<file path="src/design/fspu_pkg.sv">
// constants and types of the flash self-programming unit
package fspu_pkg;
  // ==========================================================
  // register map and fields
  localparam int         ADDR_W     = 8;
  localparam logic [7:0] OFF_CTRL   = 8'h00;
  localparam logic [7:0] OFF_ZPTR   = 8'h04;
  localparam logic [7:0] OFF_DATA   = 8'h08;
  localparam logic [7:0] OFF_INSN   = 8'h0c;
  localparam logic [7:0] OFF_RESULT = 8'h10;
  localparam logic [7:0] OFF_STATUS = 8'h14;
  localparam int         BIT_EN     = 0;
  localparam int         BIT_IE     = 7;
  localparam int         INSN_SPM   = 0;
  localparam int         INSN_LPM   = 1;
  localparam int         Z_W        = 16;
  localparam int         WORD_W     = 16;
  // ==========================================================
  // command patterns, low six bits of the control register
  localparam logic [5:0] CMD_LOAD   = 6'h01;
  localparam logic [5:0] CMD_ERASE  = 6'h03;
  localparam logic [5:0] CMD_WRITE  = 6'h05;
  localparam logic [5:0] CMD_LOCK   = 6'h09;
  localparam logic [5:0] CMD_REEN   = 6'h11;
  // ==========================================================
  // timing windows in cycles, lock and fuse addresses, values
  localparam logic [2:0]  SPM_WIN     = 3'h4;
  localparam logic [2:0]  LPM_WIN     = 3'h3;
  localparam logic [15:0] Z_FUSE_LO   = 16'h0000;
  localparam logic [15:0] Z_LOCK      = 16'h0001;
  localparam logic [15:0] Z_FUSE_EXT  = 16'h0002;
  localparam logic [15:0] Z_FUSE_HI   = 16'h0003;
  localparam logic [1:0]  LOCK_RD_PAD = 2'h3;
  localparam logic [7:0]  ERASED_BYTE = 8'hff;
  localparam logic [15:0] ERASED_WORD = 16'hffff;
  typedef enum logic [1:0] {ST_IDLE, ST_ARMED, ST_BUSY} fspu_state_t;
  typedef enum logic [1:0] {OP_ERASE, OP_WRITE, OP_LOCK} fspu_op_t;
endpackage : fspu_pkg

</file>
<file path="src/design/fspu_buf_if.sv">
// carrier between sequencer and temporary page buffer
`timescale 1ns/10ps
interface fspu_buf_if #(parameter int PW = 32) ();
  logic                  wr;
  logic [$clog2(PW)-1:0] wrIdx;
  logic [15:0]           wrData;
  logic                  clr;
  logic [$clog2(PW)-1:0] rdIdx;
  logic [15:0]           rdData;
  logic                  loaded;
  modport ctl   (output wr, wrIdx, wrData, clr, rdIdx, input rdData, loaded);
  modport store (input wr, wrIdx, wrData, clr, rdIdx, output rdData, loaded);
endinterface : fspu_buf_if

</file>
<file path="src/design/fspu_page_buf.sv">
// temporary page buffer with per-slot valid bits
`timescale 1ns/10ps
module fspu_page_buf #(
  parameter int PW = 32               // words per page
) (
  input  wire logic core_clk,         // cpu clock
  input  wire logic rst_n,            // async reset, active low
  fspu_buf_if.store bus               // load, clear and read port
);
  import fspu_pkg::*;
  if (PW < 2 || PW > 128) $error("fspu_page_buf: PW out of range");
  typedef struct packed {
    logic [PW-1:0][WORD_W-1:0] mem;
    logic [PW-1:0]             vld;
  } fspu_buf_st_t;
  fspu_buf_st_t s;
  fspu_buf_st_t next_s;

  // ==========================================================
  // load and clear
  always_comb
  begin
    next_s = s;
    // clear beats a load in the same cycle
    if (bus.clr)
      next_s.vld = '0;
    else if (bus.wr)
    begin
      next_s.mem[bus.wrIdx] = bus.wrData;
      next_s.vld[bus.wrIdx] = 1'b1;
    end
  end

  always_ff @(posedge core_clk or negedge rst_n)
  begin
    if (!rst_n)
      s <= '0;
    else
      s <= next_s;
  end

  // unloaded slots read as erased flash
  assign bus.rdData = s.vld[bus.rdIdx] ? s.mem[bus.rdIdx] : ERASED_WORD;
  assign bus.loaded = |s.vld;
endmodule : fspu_page_buf

</file>
<file path="src/design/fspu_window.sv">
// store and load instruction timing window after a command write
`timescale 1ns/10ps
module fspu_window (
  input  wire logic core_clk,   // cpu clock
  input  wire logic rst_n,      // async reset, active low
  input  wire logic arm,        // command written, window opens
  input  wire logic cancel,     // instruction consumed the window
  output logic      spmOk,      // store instruction allowed now
  output logic      lpmOk,      // load instruction allowed now
  output logic      expire      // window lapsed unused, one cycle
);
  import fspu_pkg::*;
  typedef struct packed {
    logic [2:0] cnt;
  } fspu_win_st_t;
  fspu_win_st_t s;
  fspu_win_st_t next_s;

  // ==========================================================
  // countdown
  always_comb
  begin
    next_s = s;
    if (arm)
      next_s.cnt = SPM_WIN;
    else if (cancel)
      next_s.cnt = 3'h0;
    else if (s.cnt != 3'h0)
      next_s.cnt = s.cnt - 3'h1;
  end

  always_ff @(posedge core_clk or negedge rst_n)
  begin
    if (!rst_n)
      s <= '0;
    else
      s <= next_s;
  end

  // four cycles for store, three for load
  assign spmOk  = s.cnt != 3'h0;
  assign lpmOk  = s.cnt > (SPM_WIN - LPM_WIN);
  assign expire = s.cnt == 3'h1 && !arm && !cancel;
endmodule : fspu_window

</file>
<file path="src/design/fspu_top.sv">
// flash self-programming unit: apb registers, sequencer, lock and fuse read
// ==========================================================
// Function
// - erase runs on pattern, store within four
// - erase uses only the page index
// - load puts data word at word slot
// - buffer cleared after write, re-enable, reset
// - eeprom write discards loaded buffer words
// - write runs on pattern, store within four
// - halting region target stalls the cpu
// - target address latched at operation start
// - interrupt is a level while enable clear
// - busy flag holds until re-enable
// - concurrent region unreadable during erase, write
// - lock set takes data, ignores pointer
// - zero data bits program lock bits
// - eeprom write blocks programming, fuse reads
// - lock read by load within three
// - lock access bits clear themselves
// - pointer selects fuse or lock byte
// - programmed bits read zero
// - load addresses bytes, store addresses words
// - store ignored outside the boot region
// - lock bits never unprogrammed here
`timescale 1ns/10ps
module fspu_top #(
  parameter int PW        = 32,   // words per page
  parameter int RWW_PAGES = 96    // pages below this form the concurrent region
) (
  input  wire logic                              core_clk,     // cpu clock
  input  wire logic                              rst_n,        // async reset
  input  wire logic [fspu_pkg::ADDR_W-1:0]       paddr,        // apb address
  input  wire logic                              psel,         // apb select
  input  wire logic                              penable,      // apb enable
  input  wire logic                              pwrite,       // apb direction
  input  wire logic [31:0]                       pwdata,       // apb write data
  output logic      [31:0]                       prdata,       // apb read data
  output logic                                   pready,       // apb ready
  output logic                                   pslverr,      // apb error
  input  wire logic                              execInBoot,   // cpu runs boot code
  input  wire logic                              eepromWriteActive, // eeprom busy
  input  wire logic [7:0]                        fuseLow,      // fuse low byte
  input  wire logic [7:0]                        fuseHigh,     // fuse high byte
  input  wire logic [7:0]                        fuseExt,      // extended fuse byte
  input  wire logic [5:0]                        lockBitsNv,   // stored lock bits
  output logic      [fspu_pkg::Z_W-2:0]          flashRdAddr,  // word read address
  input  wire logic [15:0]                       flashRdWord,  // word read data
  output logic                                   flashOpStart, // operation start
  output fspu_pkg::fspu_op_t                     flashOpKind,  // operation kind
  output logic      [fspu_pkg::Z_W-2-$clog2(PW):0] flashPage,  // latched page
  output logic      [5:0]                        flashLockData, // lock program data
  input  wire logic                              flashDone,    // operation finished
  input  wire logic [$clog2(PW)-1:0]             bufRdIdx,     // buffer read slot
  output logic      [15:0]                       bufRdData,    // buffer read word
  output logic                                   cpuStall,     // halt cpu fetch
  output logic                                   concurrentReadBlock, // region busy
  output logic                                   spmIrq        // completion request
);
  import fspu_pkg::*;
  localparam int IW  = $clog2(PW);
  localparam int PGW = Z_W - 1 - IW;
  if (PW < 2 || PW > 128 || RWW_PAGES < 1 || RWW_PAGES > 2 ** PGW)
    $error("fspu_top: page parameters out of range");

  typedef struct packed {
    fspu_state_t       st;
    logic [5:0]        cmd;
    logic              ie;
    logic              busyConc;
    logic [Z_W-1:0]    zptr;
    logic [WORD_W-1:0] data;
    fspu_op_t          kind;
    logic [PGW-1:0]    page;
    logic              tgtConc;
    logic [5:0]        lockData;
    logic              opStart;
    logic [7:0]        result;
    logic [31:0]       rdata;
    logic              slvErr;
  } fspu_top_st_t;
  fspu_top_st_t s;
  fspu_top_st_t next_s;

  function automatic logic inConc(input logic [PGW-1:0] pg);
    inConc = 32'(pg) < RWW_PAGES;
  endfunction : inConc

  logic           setup;
  logic           wrAcc;
  logic           ctrlWr;
  logic           insnWr;
  logic           spmHit;
  logic           lpmReq;
  logic           lpmFuse;
  logic           arm;
  logic           cancel;
  logic           spmOk;
  logic           lpmOk;
  logic           expire;
  logic           bufWr;
  logic           bufClr;
  logic [PGW-1:0] zPage;
  logic [5:0]     dataLow;

  fspu_buf_if #(.PW(PW)) bufBus ();

  fspu_window winU (
    .core_clk (core_clk),
    .rst_n    (rst_n),
    .arm      (arm),
    .cancel   (cancel),
    .spmOk    (spmOk),
    .lpmOk    (lpmOk),
    .expire   (expire)
  );

  fspu_page_buf #(.PW(PW)) bufU (
    .core_clk (core_clk),
    .rst_n    (rst_n),
    .bus      (bufBus.store)
  );

  // ==========================================================
  // request decode
  assign setup   = psel && !penable;
  assign wrAcc   = psel && penable && pwrite;
  assign insnWr  = wrAcc && paddr == OFF_INSN;
  assign zPage   = s.zptr[Z_W-1 -: PGW];
  assign dataLow = s.data[5:0];
  assign ctrlWr  = wrAcc && paddr == OFF_CTRL && s.st != ST_BUSY && !eepromWriteActive;
  // store honoured only from boot code
  assign spmHit  = insnWr && pwdata[INSN_SPM] && s.st == ST_ARMED && spmOk
                   && execInBoot && !eepromWriteActive;
  assign lpmReq  = insnWr && pwdata[INSN_LPM];
  // lock access load inside its window
  assign lpmFuse = lpmReq && s.st == ST_ARMED && lpmOk && s.cmd == CMD_LOCK
                   && !eepromWriteActive;

  // ==========================================================
  // sequencer
  always_comb
  begin
    next_s         = s;
    next_s.opStart = 1'b0;
    bufWr          = 1'b0;
    bufClr         = 1'b0;
    arm            = 1'b0;
    cancel         = 1'b0;
    // read data prepared in the setup phase so it is a flop at access
    if (setup)
    begin
      next_s.slvErr = 1'b0;
      next_s.rdata  = '0;
      unique case (paddr)
        OFF_CTRL:   next_s.rdata = 32'({s.ie, s.busyConc, s.cmd});
        OFF_ZPTR:   next_s.rdata = 32'(s.zptr);
        OFF_DATA:   next_s.rdata = 32'(s.data);
        OFF_INSN:   next_s.rdata = '0;
        OFF_RESULT: next_s.rdata = 32'(s.result);
        OFF_STATUS: next_s.rdata = 32'({s.tgtConc, s.st == ST_BUSY, s.page});
        default:    next_s.slvErr = 1'b1;
      endcase
    end
    if (ctrlWr)
    begin
      next_s.cmd = {1'b0, pwdata[4:0]};
      next_s.ie  = pwdata[BIT_IE];
      arm        = pwdata[BIT_EN];
      next_s.st  = pwdata[BIT_EN] ? ST_ARMED : ST_IDLE;
    end
    if (wrAcc && paddr == OFF_ZPTR)
      next_s.zptr = pwdata[Z_W-1:0];
    if (wrAcc && paddr == OFF_DATA)
      next_s.data = pwdata[WORD_W-1:0];
    if (spmHit)
    begin
      cancel     = 1'b1;
      next_s.st  = ST_IDLE;
      next_s.cmd = '0;
      unique case (s.cmd)
        CMD_ERASE, CMD_WRITE:
        begin
          next_s.st      = ST_BUSY;
          next_s.cmd     = s.cmd;
          next_s.opStart = 1'b1;
          next_s.kind    = (s.cmd == CMD_ERASE) ? OP_ERASE : OP_WRITE;
          // page index latched, word bits dropped
          next_s.page    = zPage;
          next_s.tgtConc = inConc(zPage);
          next_s.busyConc = 1'b1;
        end
        CMD_LOCK:
        begin
          next_s.st       = ST_BUSY;
          next_s.cmd      = s.cmd;
          next_s.opStart  = 1'b1;
          next_s.kind     = OP_LOCK;
          next_s.tgtConc  = 1'b0;
          next_s.lockData = dataLow;
        end
        // word slot from the word field
        CMD_LOAD: bufWr = 1'b1;
        CMD_REEN:
        begin
          bufClr          = 1'b1;
          next_s.busyConc = 1'b0;
        end
        default: next_s.cmd = '0;
      endcase
    end
    if (lpmFuse)
    begin
      // lock access clears after the read
      cancel     = 1'b1;
      next_s.st  = ST_IDLE;
      next_s.cmd = '0;
      // bytes passed as stored, programmed reads zero
      unique case (s.zptr)
        Z_FUSE_LO:  next_s.result = fuseLow;
        Z_LOCK:     next_s.result = {LOCK_RD_PAD, lockBitsNv};
        Z_FUSE_EXT: next_s.result = fuseExt;
        Z_FUSE_HI:  next_s.result = fuseHigh;
        default:    next_s.result = ERASED_BYTE;
      endcase
    end
    else if (lpmReq)
    begin
      // byte select from pointer bit zero
      next_s.result = s.zptr[0] ? flashRdWord[15:8] : flashRdWord[7:0];
    end
    if (expire)
    begin
      next_s.st  = ST_IDLE;
      next_s.cmd = '0;
    end
    // enable falls when the operation ends
    if (s.st == ST_BUSY && flashDone)
    begin
      next_s.st  = ST_IDLE;
      next_s.cmd = '0;
      if (s.kind == OP_WRITE)
        bufClr = 1'b1;
    end
    // eeprom write loses the loaded words
    if (eepromWriteActive && bufBus.loaded)
      bufClr = 1'b1;
  end

  always_ff @(posedge core_clk or negedge rst_n)
  begin
    if (!rst_n)
      s <= '0;
    else
      s <= next_s;
  end

  // ==========================================================
  // outputs
  assign bufBus.wr     = bufWr;
  assign bufBus.wrIdx  = s.zptr[IW:1];
  assign bufBus.wrData = s.data;
  assign bufBus.clr    = bufClr;
  assign bufBus.rdIdx  = bufRdIdx;
  assign bufRdData     = bufBus.rdData;

  assign prdata        = s.rdata;
  assign pready        = 1'b1;
  assign pslverr       = psel && penable && s.slvErr;
  assign flashRdAddr   = s.zptr[Z_W-1:1];
  assign flashOpStart  = s.opStart;
  assign flashOpKind   = s.kind;
  assign flashPage     = s.page;
  // only zeros program; nothing here raises a lock bit
  assign flashLockData = s.lockData;
  // halting region target stalls fetch, lock set never does
  assign cpuStall      = s.st == ST_BUSY && !s.tgtConc && s.kind != OP_LOCK;
  assign concurrentReadBlock = s.busyConc;
  assign spmIrq        = s.ie && !s.cmd[BIT_EN];
endmodule : fspu_top

</file>
<file path="config.mk">
export PLATFORM = sky130hd
export DESIGN_NAME = fspu_top
export DESIGN_NICKNAME = d
export VERILOG_FILES = /design/src/design/fspu_pkg.sv /design/src/design/fspu_buf_if.sv /design/src/design/fspu_page_buf.sv /design/src/design/fspu_window.sv /design/src/design/fspu_top.sv
export SDC_FILE = /design/constraint.sdc
export NUM_CORES = 1
export LEC_CHECK = 0
export BUFFER_PORTS_ARGS = -buffer_cell sky130_fd_sc_hd__buf_2
export CAP_MARGIN = 10
export CELL_PAD_IN_SITES_DETAIL_PLACEMENT = 0
export CELL_PAD_IN_SITES_GLOBAL_PLACEMENT = 1
export CORE_MARGIN = 2
export CORE_UTILIZATION = 46
export DETAILED_ROUTE_END_ITERATION = 8
export PLACE_DENSITY = 0.76
export SLEW_MARGIN = 20
export SYNTH_ARGS = -nofsm -noshare
export SYNTH_HDL_FRONTEND = slang
export SYNTH_SLANG_ARGS = --single-unit
</file>
<file path="constraint.sdc">
create_clock -name core_clk -period 3.1 [get_ports core_clk]
set_input_delay 0.465 -clock core_clk [delete_from_list [all_inputs] [get_ports core_clk]]
set_output_delay 0.465 -clock core_clk [all_outputs]
set_load 0.01 [all_outputs]
</file>
=== Word level (Yosys, flattened, before mapping) ===
Index checks and enable logic that the tools add are counted.

* Bits of input ports: 99
* Logic and storage cells: 174
* Register bits: 650
* Output and inout port bits: 87

* $add $sub $neg: 1
* Magnitude comparators: 5
* Reductions and logical operators: 53
* Muxes and demuxes: 45
* Eq/ne operators: 20
* Bitwise gates (word level): 2

{| class="wikitable"
|+ Operators by type and width
! cell !! count
|-
| 512-bit bitwise mux || 1
|-
| 16-bit binary-select mux with 5-bit select || 1
|-
| 16-bit demux with 5-bit select || 1
|-
| 16-bit case mux with 5 select lines || 1
|-
| 32-bit 2-to-1 mux || 2
|-
| 8-bit 2-to-1 mux || 7
|-
| 16-bit 2-to-1 mux || 3
|-
| 16-bit by 2-bit equality test with 1-bit output, second input constant || 2
|-
| 32-bit bitwise OR || 1
|-
| 8-bit case mux with 4 select lines || 1
|-
| 32-bit OR reduction || 1
|-
| 1-bit logical AND || 28
|-
| 1-bit 2-to-1 mux || 17
|-
| 16-bit by 1-bit equality test with 1-bit output, second input constant || 1
|-
| 8-bit by 4-bit equality test with 1-bit output, second input constant || 2
|-
| 8-bit by 5-bit equality test with 1-bit output, second input constant || 2
|-
| 16-bit zero test || 1
|-
| 5-bit by 6-bit < comparator with 1-bit output, second input constant || 2
|-
| 2-bit AND reduction || 6
|-
| 10-bit by 7-bit < comparator with 1-bit output, second input constant || 1
|-
| 3-bit 2-to-1 mux || 3
|-
| 9-bit 2-to-1 mux || 1
|-
| 8-bit by 3-bit equality test with 1-bit output, second input constant || 1
|-
| 8-bit zero test || 1
|-
| 27 further kinds || 39
|}

=== Longest topological paths before layout ===
* Depth after elaboration: 14
* Depth in mapped cells: 9
* Mapped depth without buffers: 8

=== Modules after synthesis ===
A second synthesis with hierarchy kept.

* Cells, all modules: 2221
* Area total of the unflattened synthesis: 30595.6 um2

{| class="wikitable"
|+ By module, submodules not included
! module !! cells an instance !! area each (um2) !! times used !! seq. area each (um2)
|-
| fspu_page_buf || 1730 || 25471.9 || 1 || 13613.1
|-
| fspu_top || 470 || 4899.7 || 1 || 2152.1
|-
| fspu_window || 21 || 224.0 || 1 || 75.1
|}

=== Least setup slack after synthesis ===
OpenSTA, ideal clock, no wires.

* Path kind: input to output
* Start point: in bufRdIdx[0]
* End point: out bufRdData[0]
* Setup slack: 0.053 ns
* Cell stages on the path: 6
* Required time: 2.635 ns
* Buffers on the path: 3
* Arrival: 2.582 ns
* Cells stage by stage: buf_2 > buf_1 > buf_1 > mux4_2 > o311ai_0 > o211ai_1

* Cells in the longest elaborated chain, start to end: 3
* Elaborated cells on any way between the ends: 5
* Those cells by class: mux: 5

{| class="wikitable"
|+ Ends and longest elaborated chain
! element !! line !! source
|-
| start, declared || fspu_top.sv:53 || <nowiki>input wire logic [$clog2(PW)-1:0] bufRdIdx,</nowiki>
|-
| 16-bit binary-select mux with 5-bit select or 1-bit binary-select mux with 5-bit select (tied branches) || fspu_page_buf.sv:43 || <nowiki>assign bus.rdData = s.vld[bus.rdIdx] ? s.mem[bus.rdIdx] : ERASED_WORD;</nowiki>
|-
| 16-bit 2-to-1 mux (not written as such) or 1-bit 2-to-1 mux (tied branches) || fspu_page_buf.sv:43 ||
|-
| 16-bit 2-to-1 mux * || fspu_page_buf.sv:43 ||
|-
| end, declared || fspu_top.sv:54 || <nowiki>output logic [15:0] bufRdData,</nowiki>
|}

Mark *: on every way between the ends. The rest lies on a longest branch, timed or not. The select of a mux whose other input is x is not followed.

=== Worst setup path in the final report ===
* Start point: reg bufU.s[333] (netlist bit)
* End point: out bufRdData[13]

* Cells in the longest elaborated chain, start to end: 3

{| class="wikitable"
|+ Ends and longest elaborated chain
! element !! line !! source
|-
| start, declared || fspu_page_buf.sv:16 || <nowiki>fspu_buf_st_t s;</nowiki>
|-
| start signal, assigned || fspu_page_buf.sv:39 || <nowiki>s <= next_s;</nowiki>
|-
| 16-bit binary-select mux with 5-bit select || fspu_page_buf.sv:43 ||
|-
| 16-bit 2-to-1 mux (not written as such) || fspu_page_buf.sv:43 ||
|-
| 16-bit 2-to-1 mux || fspu_page_buf.sv:43 ||
|}

Every way passes these cells. The select of a mux whose other input is x is not followed.

==> flow_summary_export.csv <==
group,metric,value,unit
timing,worstMarginPinSlew,1.057,ns
placement,place_area,0.03272,mm2
timing,fin_ws,0.06638,ns
global_route,grt_usage,23.73,%
placement,port_buffers,152,
synth,ys_ff_latch,633,
floorplan,io_pins,186,
timing,fin_hold_ws,0.1138,ns
cts,cts_max_level,3,
synth,synth_edf_count,0,
global_route,grt_pass1_vias,20710,
synth,yosys-top-cells-area,"dfrtp_1, mux2_2, mux2_1",
cts,numCtsBuffers,70,
pwr,power_density,508.6,mW/mm2
global_route,grt_antenna_before_repair,3,
synth,syn-cell-area,0.03055,mm2
worst_hold_path,hold_path.class,"in -> reg",
placement,gp_congestion,0.8927,
cts,clk_pin_slew,0.06,ns
cts,cts_max_path_buffers,3,
layout,finalNetCount,2431,
timing,hold_violations,0,
synth,ys_types,66,
timing,slew_headroom,29.55,%
worst_setup_path,worstPathMaxFanout,2,
detailed_routing,route.detailed.drc,0,
layout,finalInstanceArea,0.03526,mm2
detailed_routing,drt-pass1-iter-count,5,
synth,synth_flop_cell,"dfrtp_1",
floorplan,core.rowCount,94,
timing,timing.fmax,0.3296,GHz
pwr,power_leakage,17.81,nW
cts,clk_latency,0.60,ns
timing,drv_slew,0,
worst_setup_path,cp.arrival,2.57,ns
layout,area_delta_synth_final,15.39,%
placement,pre_cts_ws,-0.03516,ns
synth,syn_inst,2194,
floorplan,core_area,0.06575,mm2
global_route,grt_pass1_wl,124700,um
pwr,ir_drop,0.0004470,V
detailed_routing,ant_nets,0,
layout,final_cells,3249,
worst_setup_path,cp-start-kind,"register",
pwr,total_power,17.93,mW
synth,avgSynthCellArea,13.93,um2
floorplan,die_x,261.7,um
synth,synth_area_leader_cell,"dfrtp_1",
outcome,status,"completed",
cts,clock-root-buffer,"clkbuf_16",
placement,hpwl,53190,um
synth,ys_seq_area_share,51.85,%
global_route,grt_overflow,0,
detailed_routing,drt_iter0_drc,1298,
timing,layout_min_cycle_time,3.034,ns
synth,synth_warnings,0,
layout,layout-drive-gt1-share,37.85,%
detailed_routing,vias,19260,
detailed_routing,routedWlPerCell,24.36,um
worst_setup_path,end_kind,"output port",
layout,layout_commonest_cell,"dfrtp_1",
layout,final_cell_mix,"dfrtp_1, mux2_2, mux2_1, buf_2, mux2i_1",
global_route,grt_max_degree,82,
synth,synth.top_cell.area_share,51.85,%
floorplan,initial_core_util,46.47,%
detailed_routing,vias_per_cell,5.928,
job,maxCapViolCount,0,
timing,rsz0062_at_grt,"true",
cts,clock_sinks,633,
synth,async_reset_ff_share,100.0,%
worst_setup_path,critical_path_class,"reg -> out",
timing,fin_skew,0.01990,ns
timing,setup_viol,0,
placement,dp_cells,3119,
floorplan,dieArea,0.06849,mm2
floorplan,die_h,261.7,um
detailed_routing,finalWirelength,79160,um
timing,final.period_utilization,97.86,%
worst_setup_path,critPathRequiredTime,2.63,ns
cts,cts_tree,"built",
[logic make-up (layout without fill, tap and decap cells)]
kind of cell               after synthesis  in the layout  synth area share (%)
AOI/OAI and AO/OA                      299            299                 7.404
other                                    2             19               0.02458
muxes                                  781            781                 30.58
DFF                                    633            633                 51.85
xor gates and xnor gates                 2              2               0.05735
buffers and inverters                  261            435                 4.894
and+or+nand+nor                        213            213                 5.070
adders and majority gates                3              3                0.1229
[critical path, cell delays in order (launching register included)]
cell and delay, ns:
dfrtp_1 0.38, mux4_2 0.46, or2_2 0.30, a22o_1 0.20
o311ai_0 0.11, buf_4 0.17, o211ai_1 0.15, buf_2 0.19
[through the flow]
stage               utilization, %  setup TNS (ns)
floorplan                        -               0
global placement             49.76        -0.01791
detailed placement           49.76        -0.05151
CTS                          53.39       -0.001255
global route                 53.62        -0.04785
finish                       53.62               0
[sequential cells by signal, indices dropped and copies added, names as in the netlist]
register	count
flashPage	10
flashOpKind	2
winU.s	3
s	19
prdata	16
bufU.s	544
flashLockData	6
bufBus.wrData	16
flashRdAddr	15
flashOpStart	1
concurrentReadBlock	1
[path summary, 6_finish.rpt]
path                                    startpoint                             to  slack (ns)  depth (start not counted)
hold / removal                          pwdata[13]  bufBus.wrData[13]$_DFFE_PN0P_        0.11                          2
max in group asynchronous                    rst_n        bufU.s[291]$_DFFE_PN0P_        1.73                          3
min in group asynchronous                    rst_n        bufU.s[164]$_DFFE_PN0P_        0.44                          2
setup / recovery           bufU.s[333]$_DFFE_PN0P_                  bufRdData[13]        0.07                          7
hold reg to reg             prdata[11]$_DFFE_PN0P_         prdata[11]$_DFFE_PN0P_        0.48                          1
setup reg to reg             winU.s[0]$_DFFE_PN0P_        bufU.s[185]$_DFFE_PN0P_        0.47                          9
[report_power, final]
part	switching, mW	total [mW]	internal [mW]
Clock	3.40	8.42	5.01
Sequential	0.0409	8.34	8.30
Combinational	0.733	1.18	0.444
Total	4.18	17.9	13.8
[cells in the mapped netlist (all sizes together) (6+ instances only)]
master	n
o311ai	16
nand3	6
a22oi	33
or3	7
mux2i	138
o21ai	39
a21o	35
o211ai	16
mux4	64
nand2b	8
nor4	15
clkbuf	105
mux2	579
a221oi	61
nor2	33
nor2b	6
inv	14
o21a	18
a21oi	25
a22o	21
or2	19
dfrtp	633
o2bb2ai	7
a211oi	7
nand3b	9
nor3	38
nand2	46
a222oi	9
buf	142
[cell type report]
class	instances	area, um2
Inverter	14	52.55
Antenna cell	2	5.005
Clock inverter	26	266.5
Timing Repair Buffer	295	2521
Clock buffer	100	2078
Fill cell	5356	30490
Tap cell	864	1081
Sequential cell	633	15840
Multi-Input combinational cell	1315	13410
[metal layers]
layer	GRT usage [%]	up-vias	part of all wire, %
met5	0	-	0
met4	7.055	0	2.2
met3	3.048	122	3.8
met2	39.04	417	49
met1	33.05	10330	45
li1	-	8391	-
[what timing repair did]
action                                 CTS  global route
gates resized for setup                  6            28
hold buffers                             1             0
gates cloned                             0             1
endpoints found under the hold margin   54             0
setup buffers                            0             0
setup endpoints to repair                5            14
pin swaps                                0             0
No activity file was read; power rests on OpenSTA's default activity.
